$ cat src/core/rlrc_defs.svh
// Overview of operation
// - return_with_literal loads the accumulator with its 8-bit literal.
// - return_with_literal reloads the program counter from stack_top.
// - return_with_literal: one word, 2 instr cycles, no flag change.
// - rotate_left_carry: shift file reg left, carry in bit 0, bit 7 out.
// - rotate_left_carry: dest 0 writes accumulator, dest 1 the file reg.
// - rotate_right_carry: shift right, carry in bit 7, bit 0 to carry.
// - rotate_right_carry: dest 0 writes accumulator, dest 1 file reg.
`ifndef RLRC_DEFS_SVH
`define RLRC_DEFS_SVH
`define RLRC_DATA_W 8
`define RLRC_FADDR_W 7
`define RLRC_FREG_DEPTH 128
`define RLRC_PC_W 15
`define RLRC_CNT_W 3
`define RLRC_CLKS_PER_ICYC 4
`define RLRC_RET_ICYC 2
`define RLRC_ROT_ICYC 1
`define RLRC_DEST_ACC 1'b0
`define RLRC_DEST_FREG 1'b1
`endif

$ cat src/core/rlrc_pkg.sv
`include "rlrc_defs.svh"
package rlrc_pkg;
    typedef enum logic [1:0] {
        OP_RETURN_WITH_LITERAL = 2'b00,
        OP_ROTATE_LEFT_CARRY = 2'b01,
        OP_ROTATE_RIGHT_CARRY = 2'b10,
        OP_UNUSED = 2'b11
    } rlrc_op_t;

    typedef enum logic [0:0] {
        ST_IDLE = 1'b0,
        ST_EXEC = 1'b1
    } rlrc_state_e_t;

    typedef struct packed {
        rlrc_op_t op;
        logic [`RLRC_DATA_W-1:0] lit;
        logic [`RLRC_FADDR_W-1:0] faddr;
        logic dest;
    } rlrc_instr_t;

    typedef struct packed {
        logic we;
        logic [`RLRC_FADDR_W-1:0] addr;
        logic [`RLRC_DATA_W-1:0] data;
    } rlrc_fwr_t;

    typedef struct packed {
        rlrc_state_e_t st;
        logic [`RLRC_CNT_W-1:0] cnt;
        rlrc_instr_t ins;
        logic ready;
        logic done;
        logic pop;
        logic [`RLRC_DATA_W-1:0] acc;
        logic carry;
        logic [`RLRC_PC_W-1:0] pc;
        rlrc_fwr_t fw;
    } rlrc_state_t;
endpackage : rlrc_pkg

$ cat src/core/rlrc_core.sv
`timescale 1ns/1ns
`include "rlrc_defs.svh"
module rlrc_core #(
    parameter int PC_W = `RLRC_PC_W
) (
    input wire logic ref_clk_i,
    input wire logic rst_i,
    input wire logic instr_valid_i,
    input wire rlrc_pkg::rlrc_instr_t instr_i,
    input wire logic [PC_W-1:0] stack_top_i,
    input wire rlrc_pkg::rlrc_fwr_t ext_wr_i,
    output logic ready_o,
    output logic done_o,
    output logic stack_pop_o,
    output logic [PC_W-1:0] pc_o,
    output logic [`RLRC_DATA_W-1:0] acc_o,
    output logic carry_o,
    output logic file_wr_o,
    output logic [`RLRC_FADDR_W-1:0] file_addr_o,
    output logic [`RLRC_DATA_W-1:0] file_data_o
);
    import rlrc_pkg::*;

    localparam logic [`RLRC_CNT_W-1:0] RET_LAST =
        `RLRC_CNT_W'(`RLRC_RET_ICYC * `RLRC_CLKS_PER_ICYC - 1);
    localparam logic [`RLRC_CNT_W-1:0] ROT_LAST =
        `RLRC_CNT_W'(`RLRC_ROT_ICYC * `RLRC_CLKS_PER_ICYC - 1);

    typedef struct packed {
        rlrc_state_e_t st;
        logic [`RLRC_CNT_W-1:0] cnt;
        rlrc_instr_t ins;
        logic ready;
        logic done;
        logic pop;
        logic [`RLRC_DATA_W-1:0] acc;
        logic carry;
        logic [PC_W-1:0] pc;
        rlrc_fwr_t fw;
    } rlrc_core_state_t;

    rlrc_core_state_t s_reg;
    rlrc_core_state_t s_next;
    logic [`RLRC_DATA_W-1:0] mem_rd;
    logic mem_we;
    logic [`RLRC_FADDR_W-1:0] mem_addr;
    logic [`RLRC_DATA_W-1:0] mem_wd;
    logic [`RLRC_DATA_W:0] rot_res;
    logic rot_c;
    logic [`RLRC_DATA_W-1:0] rot_r;

    // instruction length in clocks, minus one
    function automatic logic [`RLRC_CNT_W-1:0] last_tick(rlrc_op_t op);
        last_tick = (op == OP_RETURN_WITH_LITERAL) ? RET_LAST : ROT_LAST;
    endfunction : last_tick

    // returns {new carry, result}
    function automatic logic [`RLRC_DATA_W:0] rotate(
        input logic [`RLRC_DATA_W-1:0] d,
        input logic c,
        input logic left
    );
        if (left) begin
            rotate = {d[`RLRC_DATA_W-1], d[`RLRC_DATA_W-2:0],
                c};
        end else begin
            rotate = {d[0], c, d[`RLRC_DATA_W-1:1]};
        end
    endfunction : rotate

    // file port is shared: outside writes only while idle, so a rotate
    // never sees its operand change under it
    always_comb begin
        if (s_reg.st == ST_IDLE) begin
            mem_we = ext_wr_i.we;
            mem_addr = ext_wr_i.addr;
            mem_wd = ext_wr_i.data;
        end else begin
            mem_we = s_next.fw.we;
            mem_addr = s_reg.ins.faddr;
            mem_wd = s_next.fw.data;
        end
    end

    rlrc_file_mem #(
        .DATA_W(`RLRC_DATA_W),
        .ADDR_W(`RLRC_FADDR_W),
        .DEPTH(`RLRC_FREG_DEPTH)
    ) u_fmem (
        .ref_clk_i(ref_clk_i),
        .we_i(mem_we),
        .addr_i(mem_addr),
        .wdata_i(mem_wd),
        .rdata_o(mem_rd)
    );

    assign rot_res = rotate(mem_rd, s_reg.carry,
        s_reg.ins.op == OP_ROTATE_LEFT_CARRY);
    assign {rot_c, rot_r} = rot_res;

    always_comb begin
        s_next = s_reg;
        s_next.done = 1'b0;
        s_next.pop = 1'b0;
        s_next.fw.we = 1'b0;
        unique case (s_reg.st)
            ST_IDLE: begin
                if (instr_valid_i) begin
                    s_next.st = ST_EXEC;
                    s_next.cnt = '0;
                    s_next.ins = instr_i;
                    s_next.ready = 1'b0;
                end
            end
            ST_EXEC: begin
                if (s_reg.cnt == last_tick(s_reg.ins.op)) begin
                    s_next.st = ST_IDLE;
                    s_next.ready = 1'b1;
                    s_next.done = 1'b1;
                    unique case (s_reg.ins.op)
                        OP_RETURN_WITH_LITERAL: begin
                            s_next.acc = s_reg.ins.lit;
                            s_next.pc = stack_top_i;
                            s_next.pop = 1'b1;
                        end
                        OP_ROTATE_LEFT_CARRY, OP_ROTATE_RIGHT_CARRY: begin
                            s_next.carry = rot_c;
                            s_next.fw.addr = s_reg.ins.faddr;
                            s_next.fw.data = rot_r;
                            if (s_reg.ins.dest == `RLRC_DEST_FREG) begin
                                s_next.fw.we = 1'b1;
                            end else begin
                                s_next.acc = rot_r;
                            end
                        end
                        // undefined opcode retires with no effect
                        OP_UNUSED: begin
                        end
                    endcase
                end else begin
                    s_next.cnt = s_reg.cnt + `RLRC_CNT_W'(1);
                end
            end
        endcase
    end

    always_ff @(posedge ref_clk_i) begin
        if (rst_i) begin
            s_reg <= '{st: ST_IDLE, ready: 1'b1, default: '0};
        end else begin
            s_reg <= s_next;
        end
    end

    assign ready_o = s_reg.ready;
    assign done_o = s_reg.done;
    assign stack_pop_o = s_reg.pop;
    assign pc_o = s_reg.pc;
    assign acc_o = s_reg.acc;
    assign carry_o = s_reg.carry;
    assign file_wr_o = s_reg.fw.we;
    assign file_addr_o = s_reg.fw.addr;
    assign file_data_o = s_reg.fw.data;

    // assertion helpers
    logic acc_ret;
    logic acc_rot;
    logic done_ret;
    logic done_rol;
    logic done_ror;
    assign acc_ret = ready_o && instr_valid_i
        && instr_i.op == OP_RETURN_WITH_LITERAL;
    assign acc_rot = ready_o && instr_valid_i
        && (instr_i.op == OP_ROTATE_LEFT_CARRY
        || instr_i.op == OP_ROTATE_RIGHT_CARRY);
    assign done_ret = done_o && s_reg.ins.op == OP_RETURN_WITH_LITERAL;
    assign done_rol = done_o && s_reg.ins.op == OP_ROTATE_LEFT_CARRY;
    assign done_ror = done_o && s_reg.ins.op == OP_ROTATE_RIGHT_CARRY;
endmodule : rlrc_core

$ cat src/core/rlrc_file_mem.sv
`timescale 1ns/1ns
`include "rlrc_defs.svh"
module rlrc_file_mem #(
    parameter int DATA_W = `RLRC_DATA_W,
    parameter int ADDR_W = `RLRC_FADDR_W,
    parameter int DEPTH = `RLRC_FREG_DEPTH
) (
    input wire logic ref_clk_i,
    input wire logic we_i,
    input wire logic [ADDR_W-1:0] addr_i,
    input wire logic [DATA_W-1:0] wdata_i,
    output logic [DATA_W-1:0] rdata_o
);
    logic [DATA_W-1:0] mem [DEPTH];

    // read-before-write: a write shows on rdata one edge later
    always_ff @(posedge ref_clk_i) begin
        if (we_i) begin
            mem[addr_i] <= wdata_i;
        end
        rdata_o <= mem[addr_i];
    end
endmodule : rlrc_file_mem

$ cat config.mk
export PLATFORM = sky130hd
export DESIGN_NAME = rlrc_core
export DESIGN_NICKNAME = d
export VERILOG_FILES = /design/src/core/rlrc_pkg.sv /design/src/core/rlrc_core.sv /design/src/core/rlrc_file_mem.sv
export VERILOG_INCLUDE_DIRS = /design/src /design/src/core
export SDC_FILE = /design/constraint.sdc
export NUM_CORES = 1
export LEC_CHECK = 0
export BUFFER_PORTS_ARGS = -buffer_cell sky130_fd_sc_hd__buf_4
export CAP_MARGIN = 20
export CORE_MARGIN = 10
export CORE_UTILIZATION = 35
export DETAILED_ROUTE_END_ITERATION = 6
export PLACE_DENSITY_LB_ADDON = 0.15
export SYNTH_ARGS = -nofsm -noshare
export SYNTH_HDL_FRONTEND = slang
export SYNTH_SLANG_ARGS = --single-unit
export TNS_END_PERCENT = 20
$ cat constraint.sdc
create_clock -name ref_clk_i -period 3.4 [get_ports ref_clk_i]
set_clock_uncertainty 0.15 [all_clocks]
set_input_delay 0.17 -clock ref_clk_i [delete_from_list [all_inputs] [get_ports ref_clk_i]]
set_output_delay 0.17 -clock ref_clk_i [all_outputs]
set_load 0.03 [all_outputs]
# --- Word level (Yosys, flattened, before mapping) ---
# Memory sizes are Yosys's and may differ from the RTL's. A register that Yosys moved wholly into a read port is not among the register bits.
# Index checks and enable logic that the tools add are counted.
word_totals:
  register_bits: 65
  mem_bits_rw: 1024
  input_bits: 52
  out_inout_bits: 43
  word_cells: 58
  mem_count: 1
classes:
  add_sub_neg: 1
  n_eq_ne: 7
  muxes: 21
  n_bitwise: 2
  n_reduce_logical: 11
memory_table:
  columns: ["memory", "depth", "width", "read_ports", "rd_clocked_by_memory_dff", "write_ports", "line", "source"]
  rows:
  - ["u_fmem.mem", 128, 8, 1, 1, 1, "rlrc_file_mem.sv:14", "logic [DATA_W-1:0] mem [DEPTH];"]
op_table:
  columns: ["operator", "n"]
  rows:
  - ["two-way mux 43 bit", 1]
  - ["two-way mux 16 bit", 2]
  - ["two-way mux 23 bit", 1]
  - ["two-way mux 8 bit", 2]
  - ["case mux 8 bit (2 select lines)", 1]
  - ["two-way mux 15 bit", 1]
  - ["two-way mux 9 bit", 1]
  - ["case mux 4 bit (2 select lines)", 1]
  - ["two-way mux 1 bit", 7]
  - ["two-way mux 7 bit", 1]
  - ["two-way mux 3 bit", 2]
  - ["!= test 2 bit, second input constant", 3]
  - ["AND reduction 2 bit", 3]
  - ["AND reduction 3 bit", 2]
  - ["AND reduction 4 bit", 1]
  - ["OR reduction 2 bit", 2]
  - ["adder 3 x 1 -> 3 bit, second input constant", 1]
  - ["== test 3 bit", 1]
  - ["OR reduction 3 bit", 1]
  - ["== test 2 x 1 -> 1 bit, second input constant", 1]
  - ["== test 2 bit, second input constant", 1]
  - ["logical NOT 2 bit", 1]
  - ["!= test 2 x 1 -> 1 bit, second input constant", 1]
  - ["NOT 1 bit", 2]
  - ["2 further kinds", 2]

# --- Logic depth before layout (Yosys ltp) ---
# Gate-level depths: netlist of run 1.
depth:
  word_depth: 9
  mapped_depth: 12

# --- Modules after synthesis ---
# Synthesis of run 1 repeated with hierarchy kept, for this count alone.
unflattened:
  hier_cells: 2847
  hier_area_um2: 43521.7
by_module_without_submodules:
  columns: ["mod", "n_inst", "cells_per_inst", "area_per_inst_um2", "seq_area_each_um2"]
  rows:
  - ["rlrc_file_mem", 1, 2475, 40433.8, 30909.6]
  - ["rlrc_core", 1, 372, 3088.0, 1301.2]

# --- Worst setup path before layout of run 1 ---
# No wires, ideal clock.
synth_timing:
  path_kind: "register to register"
  start: "register s_reg[59] in the netlist's numbering"
  end: "memory u_fmem.mem[0][4] in the netlist's numbering (data pin)"
  t_arrival_ns: 2.621
  t_required_ns: 2.872
  path_slack_ns: 0.251
  path_stages_with_launch: 10
  path_buffers: 2
  synth_period_minus_slack_ns: 3.149
  cell_sequence: "dfxtp_1 inv_1 ha_1 xnor2_1 and3_1 clkbuf_1 nand2_1 clkbuf_1 o21ai_0 mux2_2"
synth_between:
  elab_chain_len: 6
  word_cells_on_any_way: 11
  classes_between: "3 x eq/ne; 6 x mux; 2 x reduce/logical"
synth_lines:
  columns: ["element", "line", "source"]
  rows:
  - ["from (decl)", "rlrc_core.sv:42", "rlrc_core_state_t s_reg;"]
  - ["from (signal assigned)", "rlrc_core.sv:151", "s_reg <= s_next;"]
  - ["logical NOT 2 bit, or another cell as far along", "rlrc_core.sv:54", "last_tick = (op == OP_RETURN_WITH_LITERAL) ? RET_LAST : ROT_LAST;"]
  - ["two-way mux 3 bit, or another cell as far along", "rlrc_core.sv:54", null]
  - ["== test 3 bit / two-way mux 16 bit (equally long branches)", "rlrc_core.sv:116, rlrc_core.sv:120", null]
  - ["two-way mux 43 bit *", "rlrc_core.sv:116", "if (s_reg.cnt == last_tick(s_reg.ins.op)) begin"]
  - ["two-way mux 16 bit *", "rlrc_core.sv:106", "unique case (s_reg.st)"]
  - ["two-way mux 8 bit *", "rlrc_core.sv:74", "if (s_reg.st == ST_IDLE) begin"]
  - ["named net mem_wd[4]", "rlrc_core.sv:47", "logic [`RLRC_DATA_W-1:0] mem_wd;"]
  - ["to (decl)", "rlrc_file_mem.sv:14", null]
# Mark *: on every way through the listed nets, which the timed path passes. The rest lies on a longest branch. The select of a mux whose other input is x is not followed.

# --- Worst setup path in the final report of run 1 ---
layout_timing:
  start: "register s_reg[45] in the netlist's numbering"
  end: "register u_fmem.rdata_o[4] (read register of u_fmem.mem)"
layout_between:
  elab_chain_len: 1
layout_lines:
  columns: ["element", "line", "source"]
  rows:
  - ["two-way mux 7 bit", "rlrc_core.sv:74", null]
  - ["to (decl)", "rlrc_file_mem.sv:12", "output logic [DATA_W-1:0] rdata_o"]
# Every way passes these cells.
# A chain may end at the register's enable or synchronous reset.

==> results of run 1 <==
[worst max-delay path, cell delays in order (launching register included)]
cell and delay [ns]:
dfxtp_1 0.45, nand2b_1 0.28, o22ai_4 0.16, buf_12 0.21
buf_4 0.23, a22oi_1 0.28, a41oi_1 0.33, or4_1 0.58
o22ai_1 0.39, a221oi_2 0.06
[stage by stage]
stage | instance area [sq um] | std cells | worst slack (ns) | utilization
detailed placement | 45300 | 4161 | 0.0132 | 0.389
floorplan | 41100 | 2459 | 0.251 | -
global placement | 45300 | 4160 | -0.0785 | 0.389
finish | 49700 | 4456 | 0.0775 | 0.427
global route | 49700 | 4455 | 0.0149 | 0.427
CTS | 49700 | 4455 | 0.00300 | 0.427
[cell type report]
| cell class | instances | share of cell area |
|---|---|---|
| inverter | 8 | 0.000604 |
| clock inverter | 56 | 0.00891 |
| clock buffer | 159 | 0.0643 |
| multi-input combinational | 1150 | 0.158 |
| timing repair buffer | 461 | 0.0821 |
| antenna | 1 | 0.0000503 |
| tap | 1524 | 0.0383 |
| sequential | 1097 | 0.648 |
[placed cells by master (no fill, tap or decap), types with 3 or more instances in the layout]
master	netlist	final
edfxtp_1	1024	1024
a22oi_1	468	468
buf_4	55	346
nor2_1	152	152
nand2_1	133	133
clkbuf_16	0	119
a41oi_1	118	118
dlygate4sd3_1	0	79
dfxtp_1	73	72
a21oi_1	65	65
mux2i_1	40	40
buf_12	0	34
clkbuf_1	73	32
clkinv_1	0	24
o22ai_1	23	19
clkinv_2	0	17
nor4_1	15	15
o21ai_0	16	15
nor2b_1	15	15
or4_1	14	14
nand2b_1	11	11
mux2_4	0	9
a211oi_1	9	9
inv_1	8	8
a221oi_2	7	7
nand3_1	6	6
o22ai_4	1	6
a221oi_1	6	6
bufinv_16	0	6
clkbuf_8	0	6
clkinvlp_4	0	5
mux2_2	12	3
ha_1	3	3
[layer usage]
layer | share of wire | global-route usage | routed length (um)
met2 | 0.49 | 0.315 | 61900
met3 | 0.059 | 0.0290 | 7450
met5 | 0 | 0 | 0
met1 | 0.43 | 0.258 | 55200
met4 | 0.019 | 0.0410 | 2450
[timing repair]
item	4_1_cts	5_1_grt
resized for setup	0	5
hold endpoints to repair	91	0
setup endpoints to repair	0	66
hold buffers	79	0
[kinds of logic (layout without fill, tap and decap cells)]
logic type / Yosys count / after routing
fa+ha+maj: 3 / 3
other cells: 0 / 1
buf+inv: 212 / 684
mux: 52 / 52
flops: 1097 / 1097
compound gates: 736 / 736
simple gates: 358 / 358
xor+xnor: 1 / 1
[how the worst max path moves through the flow]
stage          slack, ns                 to  startpoint
6_report            0.08  u_fmem.rdata_o[4]   s_reg[45]
5_1_grt             0.01  u_fmem.rdata_o[7]   s_reg[46]
4_1_cts            0.003  u_fmem.rdata_o[5]   s_reg[45]
3_5_place_dp        0.01  u_fmem.rdata_o[5]   s_reg[45]
3_3_place_gp       -0.08  u_fmem.rdata_o[0]   s_reg[45]
2_1_floorplan       0.25   u_fmem.mem[0][4]   s_reg[59]
[power by group through the flow]
| stage | registers, mW | logic [mW] | clock network (mW) |
|---|---|---|---|
| final | 15.0 | 2.17 | 12.1 |
| after detailed placement | 15.3 | 2.12 | 0 |
| after floorplan | 15.2 | 1.00 | 0 |
| after global placement | 15.3 | 2.10 | 0 |
| after CTS | 15.0 | 2.18 | 12.4 |
| after global routing | 15.0 | 2.29 | 12.9 |
==> summary.md, run 1 <==
| Metric | Value |
|---|---|
| Final Hold Vio Count | 0 |
| Synth top area share | 0.748 |
| RePlAce Congestion | 0.831 |
| Clock-pin slew on the worst setup and hold paths | 0.06 ns |
| Slew HR | 0.316 |
| Chip width | 363 um |
| Setup Crit Path Kind | flop to flop |
| Pleak | 15.7 nW |
| Post-synthesis cell area | 41100 sq um |
| Dominant synthesized flop cell | edfxtp_1 |
| Number of global-route vias before repair | 24800 |
| Post-synthesis mux area share | 0.0130 |
| Synth area leaders | edfxtp_1, a22oi_1, dfxtp_1, a41oi_1, nor2_1 |
| Count of nets after finishing | 2890 |
| Initial antenna violation count | 3 |
| Worst hold margin | 0.0749 ns |
| Max reg flops | 1024 |
| Core footprint | 116000 sq um |
| TritonCTS clock tree | built |
| Setup crit end kind | flop |
| Max VDD drop | 0.388 mV |
| Die Span Y | 363 um |
| Setup crit start kind | flop |
| Least-Margin Pin Slew | 1.02 ns |
| Hold Path Depth | 2 |
| I/O Buffers | 94 |
| Share of layout cells above drive strength 1 | 0.199 |
| Fmax | 301 MHz |
| Part of the power in registers | 0.512 |
| CTS Buffer Depth | 3 |
| Status | complete, no violations |
| Die area | 132000 sq um |
| Aggregate global-route resource usage | 0.189 |
| Synth Area in Compound Gates | 0.136 |
| Post-Synth Adder-Cell Area | 0.000913 |
| Clk sinks | 1097 |
| Max cap viols | 0 |
| Area growth syn-to-layout | 21.0% |
| Starting Density | 0.353 |
| Starting DRT DRC Count | 2480 |
| Worst min path class | input pin to flop |
| Async set-reset flop share out of synthesis | 0 |
| Largest net degree at the start of global routing | 129 |
| Pint | 22.6 mW |
| Critical path peak fanout | 41 |
| Register area share after synthesis | 0.784 |
| WP data required | 3.81 ns |
| Setup bufs post-CTS | 0 |
| Setup violators final | 0 |
| Synthesized instance count | 2459 |
| Inserted Clock Buffers | 117 |
| XOR/XNOR Fraction of Synth Area | 0.000213 |
| Pwr/cell area | 589 nW/um^2 |
| Drt drc | 0 |
| I/O Pins | 95 |
| Clock Latency Late Sink | 0.70 ns |
| Post-synth EDFFs | 1024 |
| Fin crit share | 0.977 |
| Post-synth top cells | edfxtp_1, a22oi_1, nor2_1 |
| Switching power | 6.69 mW |
| Worst Reg-to-Reg Cells | 9 |
| Average size of a mapped cell | 16.7 sq um |
| Hold EP | u_fmem.mem[107][1] |
| GR Overflow Total | 0 |
| Clk root buf | clkbuf_16 |
| RSZ-0062 raised after global routing | false |
| Max Slew Vio Count | 0 |
| FILL cells | 10400 |
| Via/cell ratio | 5.52 |
| #FFs+latches synth | 1097 |
| Vias | 24600 |
| Detailed Place HPWL | 79800 um |
| Area occupied by multi-input gates | 7850 sq um |
| Arrival time worst endpoint | 3.73 ns |
| ANT nets after route | 0 |
| Minimum clock period | 3.32 ns |
| Yosys top cell by area | edfxtp_1 |
| R2R Path End | u_fmem.rdata_o[4] |
| Synth Warn # | 0 |
| RR Startpoint | s_reg[45] |
| DR pass1 iterations | 6 |
| Hold_sp | ext_wr_i[1] |
| H-Tree Depth | 3 |
| Post-Syn Nets | 2514 |
| FF/Latch Area | 32200 sq um |
| Clock share of power | 0.414 |
| Count leader, synth | edfxtp_1 |
| Flop2flop setup slack | 0.08 ns |
| Part of the power in combinational logic | 0.074 |
| Wirelength, routed | 127000 um |
| Largest family of logic cells by synthesized area | compound AO/OA/AOI/OAI gates |
| Fin Setup TNS | 0 ns |
| Total power | 29.3 mW |
| Routed WL per cell | 28.5 um |
| Netlist cell types | 53 |
| Sw frac | 0.228 |
| Simple-gate portion of the synthesized area | 0.0379 |
| First-pass GRT wire length | 182000 um |
| Rows | 125 |
(Power assumes the default switching activity.)
==> inputs of run 2 (changes only) <==
--- a/config.mk
+++ b/config.mk
@@ -10,8 +10,10 @@
 export CAP_MARGIN = 20
 export CORE_MARGIN = 10
 export CORE_UTILIZATION = 35
+export CTS_BUF_LIST = sky130_fd_sc_hd__clkbuf_4 sky130_fd_sc_hd__clkbuf_8
 export DETAILED_ROUTE_END_ITERATION = 6
 export PLACE_DENSITY_LB_ADDON = 0.15
+export SKIP_CTS_REPAIR_TIMING = 1
 export SYNTH_ARGS = -nofsm -noshare
 export SYNTH_HDL_FRONTEND = slang
 export SYNTH_SLANG_ARGS = --single-unit
==> constraint.sdc (replaced) <==
create_clock -name ref_clk_i -period 2.7 [get_ports ref_clk_i]
set_clock_uncertainty 0.15 [all_clocks]
set_input_delay 0.135 -clock ref_clk_i [delete_from_list [all_inputs] [get_ports ref_clk_i]]
set_output_delay 0.135 -clock ref_clk_i [all_outputs]
set_load 0.03 [all_outputs]
==> summary.md, run 2 (synthesized netlist as in run 1, its figures left out) <==
| Metric | Value |
|---|---|
| Worst hold margin | 0.0923 ns |
| Clk root buf | clkbuf_8 |
| Clock-pin slew on the worst setup and hold paths | 0.07 ns |
| Share of layout cells above drive strength 1 | 0.346 |
| Max cap viols | 0 |
| Arrival time worst endpoint | 3.46 ns |
| Clock Latency Late Sink | 0.85 ns |
| Minimum clock period | 2.90 ns |
| Number of global-route vias before repair | 25100 |
| Starting Density | 0.353 |
| Drt drc | 0 |
| Aggregate global-route resource usage | 0.186 |
| Die area | 132000 sq um |
| Largest net degree at the start of global routing | 66 |
| I/O Buffers | 94 |
| Setup Crit Path Kind | flop to flop |
| ANT nets after route | 0 |
| Failing checks | setup timing |
| Routed WL per cell | 28.0 um |
| TritonCTS clock tree | built |
| Fmax | 344 MHz |
| I/O Pins | 95 |
| H-Tree Depth | 4 |
| Inserted Clock Buffers | 182 |
| Starting DRT DRC Count | 2693 |
| Least-Margin Pin Slew | 0.859 ns |
| Critical path peak fanout | 17 |
| Commonest non-fill, non-tap cells in the layout | edfxtp_1, a22oi_1, buf_4 |
| Final setup margin | -0.205 ns |
| Fin crit share | 1.08 |
| Final Hold Vio Count | 0 |
| Die Span Y | 363 um |
| Setup crit start kind | flop |
| Worst min path class | input pin to flop |
| Fin Setup TNS | -0.946 ns |
| Setup violators final | 7 |
| Chip width | 363 um |
| Rows | 125 |
| Max reg flops | 1024 |
| CTS Buffer Depth | 3 |
| Max Slew Vio Count | 0 |
| WP data required | 3.25 ns |
| Core footprint | 116000 sq um |
| RSZ-0062 raised after global routing | true |
| Pwr/cell area | 679 nW/um^2 |
| GR Overflow Total | 0 |
| RePlAce Congestion | 0.839 |
| FILL cells | 10000 |
| Vias | 25900 |
| Initial antenna violation count | 6 |
| Clk sinks | 1097 |
| Commonest non-fill, non-tap cell in the layout | edfxtp_1 |
| Pleak | 17.0 nW |
| DR pass1 iterations | 6 |
| Wirelength, routed | 132000 um |
| Area growth syn-to-layout | 31.4% |
| Detailed Place HPWL | 82600 um |
| Via/cell ratio | 5.48 |
| Slew HR | 0.427 |
| Setup crit end kind | flop |
| First-pass GRT wire length | 179000 um |
| Count of nets after finishing | 3103 |
| Max VDD drop | 0.486 mV |
| Pre-CTS WS | -0.615 ns |
| Status | finished with violations |
[run 2: cell types whose count changed in the layout (fill, tap and decap cells not counted), moves of 19 or more]
cell / before / now
dlygate4sd3_1: 79 / 98
nor2_4: 0 / 86
clkbuf_1: 32 / 0
a22oi_1: 468 / 407
clkbuf_8: 6 / 192
clkbuf_4: 2 / 64
buf_12: 34 / 116
buf_6: 1 / 39
clkbuf_16: 119 / 11
nor2_1: 152 / 55
a22oi_2: 0 / 61
a41oi_1: 118 / 65
a41oi_2: 0 / 52
[run 2: metrics by stage]
step | cells | utilization | power [mW] | cell area [sq um]
floorplan | 2459 | - | 20.5 | 41800
global placement | 4234 | 0.405 | 22.2 | 47100
detailed placement | 4238 | 0.405 | 22.3 | 47200
CTS | 4567 | 0.436 | 36.4 | 50700
global route | 4718 | 0.464 | 37.9 | 54000
finish | 4721 | 0.464 | 36.7 | 54000
[run 2: worst max-delay path, cell delays in order, from the launching register on]
cell and delay, ns:
dfxtp_4 0.41, nand2b_4 0.22, o22ai_4 0.08, buf_4 0.20, buf_4 0.19, buf_12 0.16
a22oi_1 0.23, a41oi_1 0.32, nor4_2 0.67, a221oi_2 0.11
[run 2: final cells by class]
cell class	instances	area, sq um	area share
Tap cell	1524	1910	0.0353
Clock inverter	73	403	0.00746
Inverter	8	30.0	0.000556
Sequential cell	1097	32200	0.597
Clock buffer	256	3120	0.0578
Multi-Input combinational cell	1151	9590	0.178
Timing Repair Buffer	608	6720	0.124
Antenna cell	4	10.0	0.000185
[run 2: power breakdown]
part	internal (mW)	switching, mW	total (mW)
combinational	1.40	2.15	3.55
clock	7.57	6.65	14.2
sequential	18.8	0.0964	18.9
[run 2: final timing paths]
kind,cells after the start,end,slack [ns],startpoint
setup / recovery,9,u_fmem.rdata_o[3],-0.20,s_reg[64]
hold / removal,3,u_fmem.mem[120][3],0.09,ext_wr_i[3]
setup reg to reg,9,u_fmem.rdata_o[3],-0.20,s_reg[64]
hold reg to reg,2,s_reg[51],0.31,s_reg[51]
[run 2: routing by layer]
metal  vias to the layer above  wire [um]  global-route usage  part of all wire
met2                      1026      63400               0.297              0.48
met1                     13300      56600               0.255              0.43
li1                      11300          -                   -                 -
met5                         -         12                   0          0.000091
met4                         2       3680              0.0611             0.028
met3                       214       8540              0.0347             0.065
==> inputs of run 3 (changes only) <==
--- a/config.mk
+++ b/config.mk
@@ -12,6 +12,7 @@
 export CORE_UTILIZATION = 35
 export CTS_BUF_LIST = sky130_fd_sc_hd__clkbuf_4 sky130_fd_sc_hd__clkbuf_8
 export DETAILED_ROUTE_END_ITERATION = 6
+export MAX_ROUTING_LAYER = met4
 export PLACE_DENSITY_LB_ADDON = 0.15
 export SKIP_CTS_REPAIR_TIMING = 1
 export SYNTH_ARGS = -nofsm -noshare
==> summary.md, run 3 (synthesized netlist as in run 1, its figures left out) <==
| Metric | Value |
|---|---|
| Pwr/cell area | 678 nW/um^2 |
| Max Slew Vio Count | 0 |
| Drt drc | 0 |
| Commonest non-fill, non-tap cell in the layout | edfxtp_1 |
| Levels on crit path | 9 |
| Inserted Clock Buffers | 182 |
| Status | finished with violations |
| WP data required | 3.25 ns |
| Worst min path class | input pin to flop |
| RR Startpoint | s_reg[64] |
| Critical path peak fanout | 18 |
| Chip width | 363 um |
| Area growth syn-to-layout | 31.4% |
| Clock Latency Late Sink | 0.85 ns |
| Fmax | 346 MHz |
| Max VDD drop | 0.476 mV |
| Highest Signal Layer | met4 |
| Setup violators final | 8 |
| Setup crit start kind | flop |
| Largest net degree at the start of global routing | 66 |
| Clock-pin slew on the worst setup and hold paths | 0.07 ns |
| Starting Density | 0.353 |
| Hold Path Depth | 3 |
| Final Hold Vio Count | 0 |
| R2R Path End | u_fmem.rdata_o[3] |
| Slowest cell delay on critical path | 0.65 ns |
| Max cap viols | 0 |
| Least-Margin Pin Slew | 0.782 ns |
| Part of the power in combinational logic | 0.097 |
| DRT met1 WL | 56400 um |
| Clock share of power | 0.388 |
| Core footprint | 116000 sq um |
| CP dominant cell by count | buf_4 |
| GR Overflow Total | 0 |
| Clk root buf | clkbuf_8 |
| Part of the power in registers | 0.516 |
| WL met2 | 63600 um |
| Routed WL per cell | 28.0 um |
| Fin crit share | 1.07 |
| H-Tree Depth | 4 |
| Sw frac | 0.242 |
| CP Cell Sequence | nand2b_4 -> o22ai_4 -> buf_4 -> buf_4 -> buf_12 -> a22oi_1 -> a41oi_1 -> nor4_2 -> a221oi_2 |
| Initial antenna violation count | 6 |
| Detailed Place HPWL | 82600 um |
| I/O Buffers | 94 |
| Starting DRT DRC Count | 2504 |
| Final setup margin | -0.193 ns |
| Worst Reg-to-Reg Cells | 9 |
| CTS Buffer Depth | 3 |
| Vias | 25900 |
| CP delay by family, top | simple AND/OR/NAND/NOR gates |
| TritonCTS clock tree | built |
| Flop2flop setup slack | -0.19 ns |
| Switching power | 8.89 mW |
| Die Span Y | 363 um |
| Setup Crit Path Kind | flop to flop |
| Arrival time worst endpoint | 3.44 ns |
| Setup crit end kind | flop |
| RSZ-0062 raised after global routing | true |
| Fin Setup TNS | -1.06 ns |
| Number of global-route vias before repair | 25100 |
| I/O Pins | 95 |
| Via/cell ratio | 5.49 |
| Commonest non-fill, non-tap cells in the layout | edfxtp_1, a22oi_1, buf_4 |
| DR pass1 iterations | 6 |
| Pleak | 17.0 nW |
| RePlAce Congestion | 0.852 |
| Clk sinks | 1097 |
| Count of nets after finishing | 3106 |
| Minimum clock period | 2.89 ns |
| Wirelength, routed | 132000 um |
| Rows | 125 |
| Buf+Inv Stages, Crit Path | 3 |
| Pint | 27.8 mW |
| Crit path from | s_reg[64] |
| Aggregate global-route resource usage | 0.192 |
| ANT nets after route | 0 |
| Failing checks | setup timing |
| Met3 wire length | 8700 um |
| Die area | 132000 sq um |
| Worst path slowest cell | nor4_2 |
| First-pass GRT wire length | 179000 um |
| Max reg flops | 1024 |
| Share of layout cells above drive strength 1 | 0.347 |
| Worst hold margin | 0.0930 ns |
| Slew HR | 0.479 |
| Crit path to | u_fmem.rdata_o[3] |
## run 3: cell types whose count changed in the layout (fill, tap and decap cells not counted), sizes merged
cell         before  now
dlygate4sd3      98  102
diode             4    5
buf             499  498
## run 3: how the worst min path moves through the flow
stage / startpoint / to / slack [ns]
2_1_floorplan: stack_top_i[0] / pc_o[0] / 0.12
4_1_cts: instr_i[12] / s_reg[55] / -0.70
6_report: ext_wr_i[3] / u_fmem.mem[120][3] / 0.09
5_1_grt: ext_wr_i[6] / u_fmem.mem[109][6] / 0.08
3_5_place_dp: stack_top_i[8] / pc_o[8] / 0.24
3_3_place_gp: stack_top_i[11] / pc_o[11] / 0.23
## run 3: final cells by class
class | instances | area [sq um]
antenna | 5 | 12.5
clock buffer | 256 | 3120
clock inverter | 73 | 403
fill | 10000 | 62300
inverter | 8 | 30.0
multi-input combinational | 1151 | 9610
sequential | 1097 | 32200
tap | 1524 | 1910
timing repair buffer | 611 | 6710
## run 3: metrics by stage
| stage | std cells | area [sq um] | utilization | setup slack (ns) | power, mW |
|---|---|---|---|---|---|
| floorplan | 2459 | 41800 | - | -0.0441 | 20.5 |
| global placement | 4234 | 47100 | 0.405 | -0.941 | 22.2 |
| detailed placement | 4238 | 47200 | 0.405 | -0.615 | 22.3 |
| CTS | 4567 | 50700 | 0.436 | -0.638 | 36.4 |
| global route | 4723 | 54000 | 0.464 | -0.213 | 37.9 |
| finish | 4725 | 54000 | 0.464 | -0.193 | 36.7 |
## run 3: tightest hold or removal path: cells and delay by family
family | cells | cell delay [ns]
buffers and inverters | 2 | 0.66
muxes | 1 | 0.18
## run 3: layer usage
metal | global-route usage | vias to the layer above
li1 | - | 11300
met1 | 0.254 | 13400
met2 | 0.297 | 1050
met3 | 0.0359 | 214
met4 | 0.0619 | 0
met5 | - | -
## run 3: power by group through the flow
stage	logic [mW]	registers [mW]	clock network [mW]
4_1_cts	3.03	18.9	14.5
2_1_floorplan	1.33	19.2	0
3_3_place_gp	2.98	19.2	0
6_report	3.55	18.9	14.2
5_1_grt	3.71	18.9	15.3
3_5_place_dp	3.02	19.2	0
